`config.mk`:
```
export PLATFORM = sky130hd
export DESIGN_NAME = spiem_top
export DESIGN_NICKNAME = d
export VERILOG_FILES = /design/src/inc/spiem_pkg.sv /design/src/inc/spiem_ur_if.sv /design/src/rtl/spiem_ursel.sv /design/src/rtl/spiem_top.sv
export VERILOG_INCLUDE_DIRS = /design/src /design/src/inc
export SDC_FILE = /design/constraint.sdc
export NUM_CORES = 1
export LEC_CHECK = 0
export BUFFER_PORTS_ARGS = -buffer_cell sky130_fd_sc_hd__buf_2
export CELL_PAD_IN_SITES_DETAIL_PLACEMENT = 1
export CELL_PAD_IN_SITES_GLOBAL_PLACEMENT = 2
export CORE_MARGIN = 4
export CORE_UTILIZATION = 35
export DETAILED_ROUTE_END_ITERATION = 10
export GPL_ROUTABILITY_DRIVEN = 0
export PLACE_DENSITY = 0.76
export SETUP_SLACK_MARGIN = 0.1
export SLEW_MARGIN = 0
export SYNTH_ARGS = -nofsm -noshare
export SYNTH_HDL_FRONTEND = slang
export SYNTH_HIERARCHICAL = 1
export SYNTH_SLANG_ARGS = --single-unit
```
`constraint.sdc`:
```
create_clock -name clk -period 8.05 [get_ports clk]
set_input_delay 2.415 -clock clk [delete_from_list [all_inputs] [get_ports clk]]
set_output_delay 2.415 -clock clk [all_outputs]
set_load 0.02 [all_outputs]
```
`src/inc/spiem_defines.svh`:
```
// offsets, field positions and reset values of the event mask and underrun block
`ifndef SPIEM_DEFINES_SVH
`define SPIEM_DEFINES_SVH
// register indices; byte address is four times the index
`define SPIEM_IDX_STATH     12'h2B6
`define SPIEM_IDX_EVEN      12'h2C0
`define SPIEM_IDX_WMCTL     12'h2C2
`define SPIEM_IDX_URLO      12'h2C4
`define SPIEM_IDX_URHI      12'h2C6
`define SPIEM_IDX_CTRL      12'h2C8
`define SPIEM_IDX_FLAGS     12'h2CA
`define SPIEM_IDX_ISTAT     12'h2CC
`define SPIEM_IDX_IMASK     12'h2CE
// event enable and interrupt status layout
`define SPIEM_EV_RXFULL     0
`define SPIEM_EV_TXFULL     1
`define SPIEM_EV_TXEMPTY    3
`define SPIEM_EV_RXWM       4
`define SPIEM_EV_TXWM       5
`define SPIEM_EV_UNDERRUN   8
`define SPIEM_EV_IMPL       16'h013B
`define SPIEM_EVEN_IMPL     16'h010B
// watermark control layout
`define SPIEM_WM_RXEN       15
`define SPIEM_WM_RXLSB      8
`define SPIEM_WM_TXEN       7
`define SPIEM_WM_TXLSB      0
// control layout
`define SPIEM_CTL_ENH       0
`define SPIEM_CTL_UREN      1
`define SPIEM_CTL_WLLSB     8
// reset value of every register except the flags register, whose transmit-empty bit resets to one
`define SPIEM_RST16         16'h0000
// word length break points in bits
`define SPIEM_LEN8          6'h08
`define SPIEM_LEN16         6'h10
`define SPIEM_LEN24         6'h18
`define SPIEM_LEN32         6'h20
`define SPIEM_RDZERO        32'h0000_0000
`endif

```
`src/inc/spiem_pkg.sv`:
```
// types shared by the event mask and underrun block
package spiem_pkg;
  typedef logic [5:0]  spiem_cnt_t;
  typedef logic [15:0] spiem_reg_t;
  typedef enum logic {SH_IDLE, SH_RUN} spiem_shift_e;
endpackage

```
`src/inc/spiem_ur_if.sv`:
```
// carrier between the top and the underrun word selector
interface spiem_ur_if;
  logic [31:0]       word;
  logic [4:0]        wlen;
  logic [31:0]       sel_word;
  spiem_pkg::spiem_cnt_t nbits;
  modport src (output word, output wlen, input sel_word, input nbits);
  modport sel (input word, input wlen, output sel_word, output nbits);
endinterface

```
`src/rtl/spiem_ursel.sv`:
```
// underrun word selection by word length
`include "spiem_defines.svh"
module spiem_ursel (
  input  wire logic clk,
  input  wire logic rst,
  spiem_ur_if.sel   ur
);
  spiem_pkg::spiem_cnt_t nbits_nxt;
  logic [31:0]           word_nxt;

  // field value zero stands for a full 32 bit word
  assign nbits_nxt = (ur.wlen == 5'h00) ? `SPIEM_LEN32 : 6'({1'b0, ur.wlen} + 6'h01);
  assign word_nxt  = (nbits_nxt > `SPIEM_LEN24) ? ur.word :
                     (nbits_nxt > `SPIEM_LEN16) ? {8'h00, ur.word[23:0]} :
                     (nbits_nxt > `SPIEM_LEN8)  ? {16'h0000, ur.word[15:0]} :
                                                  {24'h000000, ur.word[7:0]};

  always_ff @(posedge clk) begin
    if (rst) begin
      ur.nbits    <= 6'h00;
      ur.sel_word <= 32'h0000_0000;
    end else begin
      ur.nbits    <= nbits_nxt;
      ur.sel_word <= word_nxt;
    end
  end
endmodule // spiem_ursel

```
`src/rtl/spiem_top.sv`:
```
// event masking, watermark and underrun word logic of a serial port
// Overview of operation
// - with the transmit-empty enable set an empty transmit buffer raises an event, else none.
// - with the transmit-full enable set a full transmit buffer raises an event, else none.
// - with the receive-full enable set a full receive buffer raises an event, else none.
// - with its enable set the receive watermark fires while threshold <= receive count.
// - with its enable set the transmit watermark fires only while threshold == transmit count.
// - a threshold above the buffer depth never matches.
// - threshold bit 2 exists from depth 8, bit 3 from depth 16, bit 4 only at depth 32.
// - with the underrun word enabled an underrun shifts out the stored 32 bit word.
// - 9 to 16 bit words send the low 16 bits, 2 to 8 bit words the low 8 bits.
// - 25 to 32 bit words use all 32 bits of the stored word, 17 to 24 bit words the low 24 bits.
// - watermark fields and underrun word are read and write and reset to zero.
// - six bit element counts are kept by hardware and feed the watermark compares.
// - in standard mode a buffer write sets transmit-full and a shift register load clears it.
// - in standard mode a received word sets receive-full and a buffer read clears it.
//
// Design decision made here: register access over Avalon-MM.
`include "spiem_defines.svh"
module spiem_top #(
  parameter int QUEUE_DEPTH = 32
) (
  input  wire logic        clk,
  input  wire logic        rst,
  input  wire logic [13:0] avs_address,
  input  wire logic        avs_read,
  input  wire logic        avs_write,
  input  wire logic [31:0] avs_writedata,
  input  wire logic [3:0]  avs_byteenable,
  output logic [31:0]      avs_readdata,
  output logic             avs_waitrequest,
  output logic             irq,
  input  wire logic        tx_push,
  input  wire logic        tx_pop,
  input  wire logic        rx_push,
  input  wire logic        rx_pop,
  input  wire logic        tx_underrun_flag,
  input  wire logic        sclk,
  input  wire logic        ss_n,
  output logic             sdo,
  output logic             sdo_oe_n,
  output logic             irq_event,
  output logic             tx_buffer_full_flag,
  output logic             tx_buffer_empty_flag,
  output logic             rx_buffer_full_flag,
  output logic [5:0]       tx_element_count,
  output logic [5:0]       rx_element_count
);
  localparam spiem_pkg::spiem_cnt_t QD = 6'(QUEUE_DEPTH);
  // unimplemented threshold bits are tied to zero so software sees the depth
  localparam spiem_pkg::spiem_cnt_t THR_IMPL = {QUEUE_DEPTH >= 32, QUEUE_DEPTH >= 32,
                                                QUEUE_DEPTH >= 16, QUEUE_DEPTH >= 8,
                                                2'b11};

  spiem_pkg::spiem_reg_t   even_r, wm_r, urlo_r, urhi_r, ctrl_r, istat_r, imask_r;
  spiem_pkg::spiem_reg_t   istat_nxt, cond;
  spiem_pkg::spiem_cnt_t   tx_cnt_r, rx_cnt_r, tx_cnt_nxt, rx_cnt_nxt;
  spiem_pkg::spiem_cnt_t   rx_thr, tx_thr, bits_r;
  spiem_pkg::spiem_shift_e state_r;
  logic                    wait_r, irq_r, evt_r, sdo_r, oe_n_r;
  logic                    txf_std_r, rxf_std_r, txf_r, txe_r, rxf_r;
  logic [31:0]             rdata_r, rd_mux, shift_r, aligned;
  logic [11:0]             idx;
  logic                    acc, wr, rd, lo_we, hi_we;
  logic                    s_even, s_wm, s_urlo, s_urhi, s_ctrl, s_flags, s_istat, s_imask, s_stath;
  logic                    enh, ur_en, tx_full, tx_empty, rx_full, rx_wm, tx_wm;
  logic                    sclk_s1_r, sclk_s2_r, sclk_s3_r, ss_s1_r, ss_s2_r, sclk_fall, ur_start;
  spiem_pkg::spiem_reg_t   wmask;

  spiem_ur_if ur_bus ();
  spiem_ursel u_ursel (
    .clk (clk),
    .rst (rst),
    .ur  (ur_bus.sel)
  );
  assign ur_bus.word = {urhi_r, urlo_r};
  assign ur_bus.wlen = ctrl_r[`SPIEM_CTL_WLLSB +: 5];

  // bus decode: one wait state, access happens where waitrequest is low
  assign idx     = avs_address[13:2];
  assign acc     = (avs_read | avs_write) & ~wait_r;
  assign wr      = acc & avs_write;
  assign rd      = acc & avs_read;
  assign s_stath = (idx == `SPIEM_IDX_STATH);
  assign s_even  = (idx == `SPIEM_IDX_EVEN);
  assign s_wm    = (idx == `SPIEM_IDX_WMCTL);
  assign s_urlo  = (idx == `SPIEM_IDX_URLO);
  assign s_urhi  = (idx == `SPIEM_IDX_URHI);
  assign s_ctrl  = (idx == `SPIEM_IDX_CTRL);
  assign s_flags = (idx == `SPIEM_IDX_FLAGS);
  assign s_istat = (idx == `SPIEM_IDX_ISTAT);
  assign s_imask = (idx == `SPIEM_IDX_IMASK);
  assign wmask   = {{8{hi_we}}, {8{lo_we}}};
  assign lo_we   = avs_byteenable[0];
  assign hi_we   = avs_byteenable[1];

  always_comb begin
    rd_mux = `SPIEM_RDZERO;
    if (s_stath) begin
      rd_mux = {18'h00000, rx_cnt_r, 2'b00, tx_cnt_r};
    end else if (s_even) begin
      rd_mux = {16'h0000, even_r};
    end else if (s_wm) begin
      rd_mux = {16'h0000, wm_r};
    end else if (s_urlo) begin
      rd_mux = {16'h0000, urlo_r};
    end else if (s_urhi) begin
      rd_mux = {16'h0000, urhi_r};
    end else if (s_ctrl) begin
      rd_mux = {16'h0000, ctrl_r};
    end else if (s_flags) begin
      rd_mux = {28'h0000000, txe_r, 1'b0, txf_r, rxf_r};
    end else if (s_istat) begin
      rd_mux = {16'h0000, istat_r};
    end else if (s_imask) begin
      rd_mux = {16'h0000, imask_r};
    end
  end

  always_ff @(posedge clk) begin
    if (rst) begin
      wait_r  <= 1'b1;
      rdata_r <= `SPIEM_RDZERO;
    end else begin
      wait_r  <= ~((avs_read | avs_write) & wait_r);
      rdata_r <= (avs_read & wait_r) ? rd_mux : rdata_r;
    end
  end
  assign avs_readdata    = rdata_r;
  assign avs_waitrequest = wait_r;

  // software registers, byte lanes honoured
  always_ff @(posedge clk) begin
    if (rst) begin
      even_r  <= `SPIEM_RST16;
      wm_r    <= `SPIEM_RST16;
      urlo_r  <= `SPIEM_RST16;
      urhi_r  <= `SPIEM_RST16;
      ctrl_r  <= `SPIEM_RST16;
      imask_r <= `SPIEM_RST16;
    end else if (wr) begin
      if (s_even)  even_r  <= (even_r & ~wmask) | (avs_writedata[15:0] & wmask & `SPIEM_EVEN_IMPL);
      if (s_wm)    wm_r    <= (wm_r & ~wmask) | (avs_writedata[15:0] & wmask &
                              {1'b1, 1'b0, THR_IMPL, 1'b1, 1'b0, THR_IMPL});
      if (s_urlo)  urlo_r  <= (urlo_r & ~wmask) | (avs_writedata[15:0] & wmask);
      if (s_urhi)  urhi_r  <= (urhi_r & ~wmask) | (avs_writedata[15:0] & wmask);
      if (s_ctrl)  ctrl_r  <= (ctrl_r & ~wmask) | (avs_writedata[15:0] & wmask & 16'h1F03);
      if (s_imask) imask_r <= (imask_r & ~wmask) | (avs_writedata[15:0] & wmask & `SPIEM_EV_IMPL);
    end
  end

  // element counts saturate at the depth and at zero
  assign enh        = ctrl_r[`SPIEM_CTL_ENH];
  assign ur_en      = ctrl_r[`SPIEM_CTL_UREN];
  assign tx_cnt_nxt = (tx_push & ~tx_pop & (tx_cnt_r != QD))    ? 6'(tx_cnt_r + 6'h01) :
                      (tx_pop & ~tx_push & (tx_cnt_r != 6'h00)) ? 6'(tx_cnt_r - 6'h01) :
                                                                  tx_cnt_r;
  assign rx_cnt_nxt = (rx_push & ~rx_pop & (rx_cnt_r != QD))    ? 6'(rx_cnt_r + 6'h01) :
                      (rx_pop & ~rx_push & (rx_cnt_r != 6'h00)) ? 6'(rx_cnt_r - 6'h01) :
                                                                  rx_cnt_r;
  always_ff @(posedge clk) begin
    if (rst) begin
      tx_cnt_r  <= 6'h00;
      rx_cnt_r  <= 6'h00;
      txf_std_r <= 1'b0;
      rxf_std_r <= 1'b0;
    end else begin
      tx_cnt_r  <= tx_cnt_nxt;
      rx_cnt_r  <= rx_cnt_nxt;
      txf_std_r <= tx_push | (txf_std_r & ~tx_pop);
      rxf_std_r <= rx_push | (rxf_std_r & ~rx_pop);
    end
  end

  assign tx_full  = enh ? (tx_cnt_r == QD) : txf_std_r;
  assign tx_empty = enh ? (tx_cnt_r == 6'h00) : ~txf_std_r;
  assign rx_full  = enh ? (rx_cnt_r == QD) : rxf_std_r;
  assign rx_thr   = wm_r[`SPIEM_WM_RXLSB +: 6];
  assign tx_thr   = wm_r[`SPIEM_WM_TXLSB +: 6];
  // thresholds above the depth are invalid and never match
  assign rx_wm    = wm_r[`SPIEM_WM_RXEN] & (rx_thr <= QD) & (rx_thr <= rx_cnt_r);
  assign tx_wm    = wm_r[`SPIEM_WM_TXEN] & (tx_thr <= QD) & (tx_thr == tx_cnt_r);

  always_comb begin
    cond                     = 16'h0000;
    cond[`SPIEM_EV_RXFULL]   = even_r[`SPIEM_EV_RXFULL] & rx_full;
    cond[`SPIEM_EV_TXFULL]   = even_r[`SPIEM_EV_TXFULL] & tx_full;
    cond[`SPIEM_EV_TXEMPTY]  = even_r[`SPIEM_EV_TXEMPTY] & tx_empty;
    cond[`SPIEM_EV_RXWM]     = rx_wm;
    cond[`SPIEM_EV_TXWM]     = tx_wm;
    cond[`SPIEM_EV_UNDERRUN] = even_r[`SPIEM_EV_UNDERRUN] & tx_underrun_flag;
  end
  // only bits already reported are cleared, so an event in the wait cycle is not lost; set wins
  assign istat_nxt = cond | (istat_r & ~((rd & s_istat) ? rdata_r[15:0] : 16'h0000));

  always_ff @(posedge clk) begin
    if (rst) begin
      istat_r <= `SPIEM_RST16;
      irq_r   <= 1'b0;
      evt_r   <= 1'b0;
      txf_r   <= 1'b0;
      txe_r   <= 1'b1;
      rxf_r   <= 1'b0;
    end else begin
      istat_r <= istat_nxt;
      irq_r   <= |(istat_nxt & imask_r);
      evt_r   <= |cond;
      txf_r   <= tx_full;
      txe_r   <= tx_empty;
      rxf_r   <= rx_full;
    end
  end
  assign irq                  = irq_r;
  assign irq_event            = evt_r;
  assign tx_buffer_full_flag  = txf_r;
  assign tx_buffer_empty_flag = txe_r;
  assign rx_buffer_full_flag  = rxf_r;
  assign tx_element_count     = tx_cnt_r;
  assign rx_element_count     = rx_cnt_r;

  // link pins: two stages before use, third stage only for the edge detect
  always_ff @(posedge clk) begin
    if (rst) begin
      sclk_s1_r <= 1'b0;
      sclk_s2_r <= 1'b0;
      sclk_s3_r <= 1'b0;
      ss_s1_r   <= 1'b1;
      ss_s2_r   <= 1'b1;
    end else begin
      sclk_s1_r <= sclk;
      sclk_s2_r <= sclk_s1_r;
      sclk_s3_r <= sclk_s2_r;
      ss_s1_r   <= ss_n;
      ss_s2_r   <= ss_s1_r;
    end
  end
  assign sclk_fall = sclk_s3_r & ~sclk_s2_r;
  assign ur_start  = ur_en & tx_underrun_flag & ~ss_s2_r & (state_r == spiem_pkg::SH_IDLE);
  assign aligned   = ur_bus.sel_word << 6'(`SPIEM_LEN32 - ur_bus.nbits);

  // underrun word goes out msb first, one bit per falling serial clock edge
  always_ff @(posedge clk) begin
    if (rst) begin
      state_r <= spiem_pkg::SH_IDLE;
      shift_r <= 32'h0000_0000;
      bits_r  <= 6'h00;
      sdo_r   <= 1'b0;
      oe_n_r  <= 1'b1;
    end else begin
      case (state_r)
        spiem_pkg::SH_IDLE: begin
          if (ur_start) begin
            state_r <= spiem_pkg::SH_RUN;
            sdo_r   <= aligned[31];
            shift_r <= aligned << 1;
            bits_r  <= 6'(ur_bus.nbits - 6'h01);
            oe_n_r  <= 1'b0;
          end
        end
        spiem_pkg::SH_RUN: begin
          // deselect aborts the word; no clock edges are trusted outside a frame
          if (ss_s2_r || (sclk_fall && bits_r == 6'h00)) begin
            state_r <= spiem_pkg::SH_IDLE;
            oe_n_r  <= 1'b1;
          end else if (sclk_fall) begin
            sdo_r   <= shift_r[31];
            shift_r <= shift_r << 1;
            bits_r  <= 6'(bits_r - 6'h01);
          end
        end
        default: state_r <= spiem_pkg::SH_IDLE;
      endcase
    end
  end
  assign sdo      = sdo_r;
  assign sdo_oe_n = oe_n_r;
endmodule // spiem_top

```
======== Word level (Yosys, flattened, before mapping) ========
Cells that the tools add are included.
word-level totals
  flip-flop bits (word level) ............. 248
  bits in latches ......................... 0
  memory bits (writable) .................. 0
  memory bits (read-only) ................. 0
  input port bits ......................... 61
  output and inout port bits .............. 52
  word-level logic and storage cells ...... 180
  memories ................................ 0
cells by class
  add/sub/neg operators ................... 8
  multipliers ............................. 0
  divide/modulo/power cells ............... 0
  $lt $le $gt $ge ......................... 6
  equal/unequal tests ..................... 18
  shifts and indexed selects .............. 1
  multiplexer cells ....................... 39
  bitwise gates (word level) .............. 59
  reduce and logical (&&, ||, !) cells .... 19
operator list
  kind                  number
  $mux 32               8
  $and 16x16->16        9
  $mux 16               8
  $eq 12x10->1 const B  9
  $pmux 32 s2           1
  $mux 6                8
  $or 16x16->16         3
  $not 16->16           2
  $or 16x9->16          2
  $shl 32x6->32         1
  $and 1x1->1           28
  $sub 6x1->6 const B   4
  $or 16x13->16         1
  $or 9x16->16          1
  $reduce_or 16->1      1
  $reduce_and 2->1      7
  $add 6x1->6 const B   2
  $eq 6x6->1 const B    2
  $gt 6x5->1 const B    2
  $le 6x6->1 const B    2
  $logic_not 6->1       2
  $ne 6x6->1 const B    2
  $pmux 6 s2            1
  $reduce_bool 6->1     2
  other kinds (17)      42

======== Depth between registers and ports, before layout ========
  word-level depth ........................ 10
  mapped depth ............................ 13
  mapped depth without buffers ............ 10

======== Hierarchy ========
Netlist, hierarchy kept.
by module, submodules not included
  module       instances  cells each  area an instance (um2)  sequential area each (um2)
  spiem_top    1          1278        10666.5                 3863.7
  spiem_ursel  1          118         1357.6                  760.7

======== Worst setup path after synthesis ========
Ideal clock, no wire load.
  path type ............................... input to register
  start point ............................. input avs_address[10]
  end point ............................... register rdata_r[8] (netlist: avs_readdata[8])
  library setup time ...................... 70 ps
  arrival ................................. 4228 ps
  data required time ...................... 7980 ps
  slack ................................... 3753 ps
  cell stages on the path ................. 8
  buffers on the path ..................... 2
  cell sequence ........................... nand4bb_1 > clkbuf_1 > or4_4 > buf_6 > nor3_4 > a222oi_1 > a221o_1 > a21oi_1
between the ends
  word-level cells in the longest chain between the ends .. 10
  elaborated cells between the ends (all ways) .. 18
ends and longest elaborated chain
  item                    line              RTL
  from (decl)             spiem_top.sv:25   input wire logic [13:0] avs_address,
  $eq 12x10->1 (no line)  --
  $mux 16                 spiem_top.sv:115  end else if (s_imask) begin
  $mux 16                 spiem_top.sv:113  end else if (s_istat) begin
  $mux 16                 spiem_top.sv:111  end else if (s_flags) begin
  $mux 16                 spiem_top.sv:109  end else if (s_ctrl) begin
  $mux 16                 spiem_top.sv:107  end else if (s_urhi) begin
  $mux 16                 spiem_top.sv:105  end else if (s_urlo) begin
  $mux 32                 spiem_top.sv:103  end else if (s_wm) begin
  $mux 32                 spiem_top.sv:101  end else if (s_even) begin
  $mux 32 *               spiem_top.sv:99   if (s_stath) begin
  to (signal assigned)    spiem_top.sv:123  rdata_r <= `SPIEM_RDZERO;
  to (signal assigned)    spiem_top.sv:126  rdata_r <= (avs_read & wait_r) ? rd_mux : rdata_r;
  to (decl)               spiem_top.sv:62   logic [31:0] rdata_r, rd_mux, shift_r, aligned;
Every way passes the cells marked *; elsewhere a longest branch is shown, timed or not.
A chain may end at the register's enable or synchronous reset.

==> results <==
- The worst setup path is launched from an input pin.
- The number of global-route vias before repair is ~11,000.
- The per-instance average area after synthesis is between 8 and 9 µm².
- The post-synthesis cell count is around 1,400.
- The number of gates resized after CTS was 0.
- The startpoint-to-endpoint class of the critical path is input pin to flip-flop.
- The number of flip-flops and latches in the synthesized netlist is 231.
- The total track usage is between 20% and 30%.
- The port buffer count is 76.
- In this run the worst path has a maximum fanout of 13.
- In the synthesized netlist the async set-or-reset flop fraction comes to 0%.
- The total number of vias is 10,700.
- In the synthesized netlist the dominant register cell turns out to be sky130_fd_sc_hd__dfxtp_1.
- Setup repair after global routing left no endpoint under its margin.
- The final worst slack is 3.21 ns.
- The arrival time of the worst setup path is ~5.3 ns.
- The fmax is approximately 210 MHz.
- The first TritonRoute pass finished after 5 iterations.
- The distinct cell type count after synthesis is 87.
- The critical path's top delay family is simple AND/OR/NAND/NOR gates.
- Clock tree synthesis found a total of ~230 sinks.
- The final critical-path required period is between 4 and 5 ns.
- The final clock skew is just over 0.03 ns.
- Entering global routing, the biggest net connects 80 pins.
- The share of cells above drive strength 1 is approximately 14%.
- The total area inside the core boundary comes to 33,700 µm².
- The relative area change from synthesis to final layout is 12.2%.
- The post-route fraction of the period consumed by the critical path is roughly 60%.
- TritonCTS built the clock tree.
- The floorplan die height is between 150 and 200 µm.
- In this run, CTS created clock tree buffers numbering 27.
- The synthesized netlist occupies a cell area of approximately 12,000 µm².
- In this run the remaining antenna-violating nets after routing total 0.
- The post-detailed-routing wire length is a little over 40,000 µm.
- The final antenna diode count is 0.
- The clock reaches the later pin of the worst-skew pair after roughly 0.55 ns.
- The number of enable flip-flop cells after synthesis is 0.
- The worst path buffer plus inverter count is 1.
- The number of buffers inserted by post-CTS setup repair is 0.
- The root buffer cell chosen for the clock tree is sky130_fd_sc_hd__clkbuf_16.
- In the final timing run, aggregate negative setup slack is 0 ns.
- The pin slew with the least headroom to its limit is 1.04 ns.
- The effective utilization at floorplan is a little over a third.
- The required time of the critical path is 8.53 ns.
- The clock passes through at most 3 buffers.
- The average wire per standard cell is roughly 21 µm.
- Headroom to the max-slew limit came out at just over 30%.
- The met2 track demand over resource is about a third.
- The global routing stage identified its most utilized layer as met2.
- The number of primary I/O pins is about 110.
- The H-tree level count is 1.
- The number of DRC markers in iteration 0 is about 550.
- The worst setup path is captured at a flip-flop.
- The global routing usage on met1 is between 20% and 30%.
- Setup violations remaining at the end of the flow were counted as 0.
- The flow ran to the end, and the final reports show no timing, DRC or antenna violations.
- Leaving out fill and tap cells, the most frequent cell in the layout is sky130_fd_sc_hd__dfxtp_1.
- The floorplan has 67 rows.
- In this run the horizontal extent of the chip is roughly 190 µm.
- The number of warnings reported in the yosys synthesis log is 6.
- The number of max-slew violations in the final report is 0.
- The number of nets in the layout is roughly 1,500.
- Summed over all layers, the global routing overflow is 0.
- Traced cell by cell, the critical path runs through buf_2 > nand4bb_1 > nor4b_4 > nand3b_1 > nor2_1 > nand2_1 > a21oi_1.
- The hold-fix buffer count after cts is 0.
- The number of hold violations in the final report is 0.
- After clock tree synthesis, the clock-pin slew on the worst setup and hold paths is around 0.060 ns.
- In this run the static leakage power is between 0.004 and 0.005 µW.
- The reported max-cap violation count is 0.
- The share of the yosys chip area belonging to registers is between 30% and 40%.
- The die outline area is approximately 37,000 µm².
- The power density over the cells is around 210 nW/µm².
- The initial antenna violation count is 0.
- On the worst path, the slowest cell contributes a delay of ~0.80 ns.
- The met3 usage in global routing is 2.54%.
- The library cell contributing the largest single delay on the critical path is sky130_fd_sc_hd__nor4b_4.
- The mean number of vias per cell is approximately 5.7.
- VDD sags by at most about 0.18 mV.
- The library cells used most frequently in the layout, excluding fill and tap cells, are sky130_fd_sc_hd__dfxtp_1 (230), sky130_fd_sc_hd__nand2_1 (185), sky130_fd_sc_hd__a21oi_1 (132).
- The half-perimeter wire length after placement is around 30,000 µm.
- Before CTS, the worst setup slack after placement is between 2 and 3 ns.
- For this run, design rule violations remaining after detail routing come to 0.
- The first global-routing pass estimated between 60,000 and 70,000 µm of wire.
- In this run the worst hold path is classified as flip-flop to flip-flop.
-- stage by stage --
stage	cell area, µm²	std cells	power [µW]	utilization [%]	hold WS [ns]
after floorplan	12100	1411	1580	-	0.389
after global placement	12700	1844	1710	37.6	0.403
after detailed placement	12700	1844	1720	37.6	0.402
after CTS	13500	1890	2890	40.0	0.416
after global routing	13500	1890	2990	40.0	0.439
final	13500	1890	2860	40.0	0.412
-- logic make-up (layout without fill, tap and decap cells) --
group                    count (synthesis)  after routing  synth area share [%]
buffers and inverters                  139            170                  5.22
other                                    1             16                0.0312
AND/OR/NAND/NOR                        535            535                  22.3
multiplexers                            93             93                  10.3
XOR/XNOR                                24             24                  1.81
AO/OA/AOI/OAI                          353            353                  19.7
flip-flops                             231            231                  38.5
adder cells (fa/ha/maj)                 20             20                  2.21
-- power by group --
group	leakage (µW)	internal [µW]	total (µW)	switching, µW
clock network	0.000397	684	1170	484
logic	0.00261	178	453	274
registers	0.00187	1170	1240	61.4
total	0.00488	2040	2860	820
-- cell type report --
| type | instances | area [µm²] |
|---|---|---|
| well taps | 448 | 561 |
| multi-input cells | 1041 | 6850 |
| fillers | 3997 | 20200 |
| clock inverters | 4 | 51.3 |
| clock buffers | 42 | 772 |
| repair buffers | 93 | 514 |
| flip-flops and latches | 231 | 4630 |
| inverters | 31 | 116 |
-- routing by layer --
metal	share of wire [%]	wire [µm]
met5	0	0
met4	3.3	1350
met3	4.4	1770
met2	47	19100
met1	45	18300
-- Yosys cell counts (6+ instances only) --
cell type | instances | area [µm²]
sky130_fd_sc_hd__buf_2 | 16 | 80.1
sky130_fd_sc_hd__nand2_1 | 185 | 694
sky130_fd_sc_hd__nor2_1 | 121 | 454
sky130_fd_sc_hd__o22ai_1 | 8 | 50.1
sky130_fd_sc_hd__mux4_2 | 23 | 518
sky130_fd_sc_hd__mux2_2 | 12 | 135
sky130_fd_sc_hd__o221ai_1 | 13 | 114
sky130_fd_sc_hd__or2_2 | 7 | 43.8
sky130_fd_sc_hd__mux2i_1 | 58 | 581
sky130_fd_sc_hd__a21o_1 | 12 | 90.1
sky130_fd_sc_hd__a22oi_1 | 13 | 97.6
sky130_fd_sc_hd__nor2b_1 | 18 | 113
sky130_fd_sc_hd__ha_1 | 18 | 225
sky130_fd_sc_hd__o21ai_0 | 40 | 200
sky130_fd_sc_hd__and3_1 | 17 | 106
sky130_fd_sc_hd__and2_1 | 32 | 200
sky130_fd_sc_hd__nand3_1 | 32 | 160
sky130_fd_sc_hd__nor4_1 | 11 | 68.8
sky130_fd_sc_hd__a222oi_1 | 6 | 60.1
sky130_fd_sc_hd__nor3_1 | 36 | 180
sky130_fd_sc_hd__o211ai_1 | 15 | 113
sky130_fd_sc_hd__a21oi_1 | 132 | 661
sky130_fd_sc_hd__buf_1 | 8 | 30.0
sky130_fd_sc_hd__clkbuf_1 | 63 | 236
sky130_fd_sc_hd__inv_1 | 30 | 113
sky130_fd_sc_hd__dfxtp_1 | 231 | 4620
sky130_fd_sc_hd__a31oi_1 | 13 | 81.3
sky130_fd_sc_hd__a311oi_1 | 6 | 52.6
sky130_fd_sc_hd__a211oi_1 | 22 | 165
sky130_fd_sc_hd__nand2b_1 | 19 | 119
sky130_fd_sc_hd__buf_4 | 19 | 143
sky130_fd_sc_hd__xor2_1 | 12 | 105
sky130_fd_sc_hd__xnor2_1 | 11 | 96.3
sky130_fd_sc_hd__nor3b_1 | 23 | 173
sky130_fd_sc_hd__a221oi_1 | 22 | 193
-- path summary, 6_finish.rpt --
kind                            slack, ns                        to  cells past startpoint                      startpoint
worst max-delay path                 3.21                 flip-flop                      7                 avs_address[10]
worst min-delay path                 0.41        ss_s2_r$_SDFF_PP1_                      1              ss_s1_r$_SDFF_PP1_
worst max register to register       4.66  shift_r[16]$_SDFFE_PP0P_                     10  u_ursel/ur.nbits[0]$_SDFF_PP0_
worst min register to register       0.41        ss_s2_r$_SDFF_PP1_                      1              ss_s1_r$_SDFF_PP1_
Note: power is estimated with default switching activity, not from simulation.
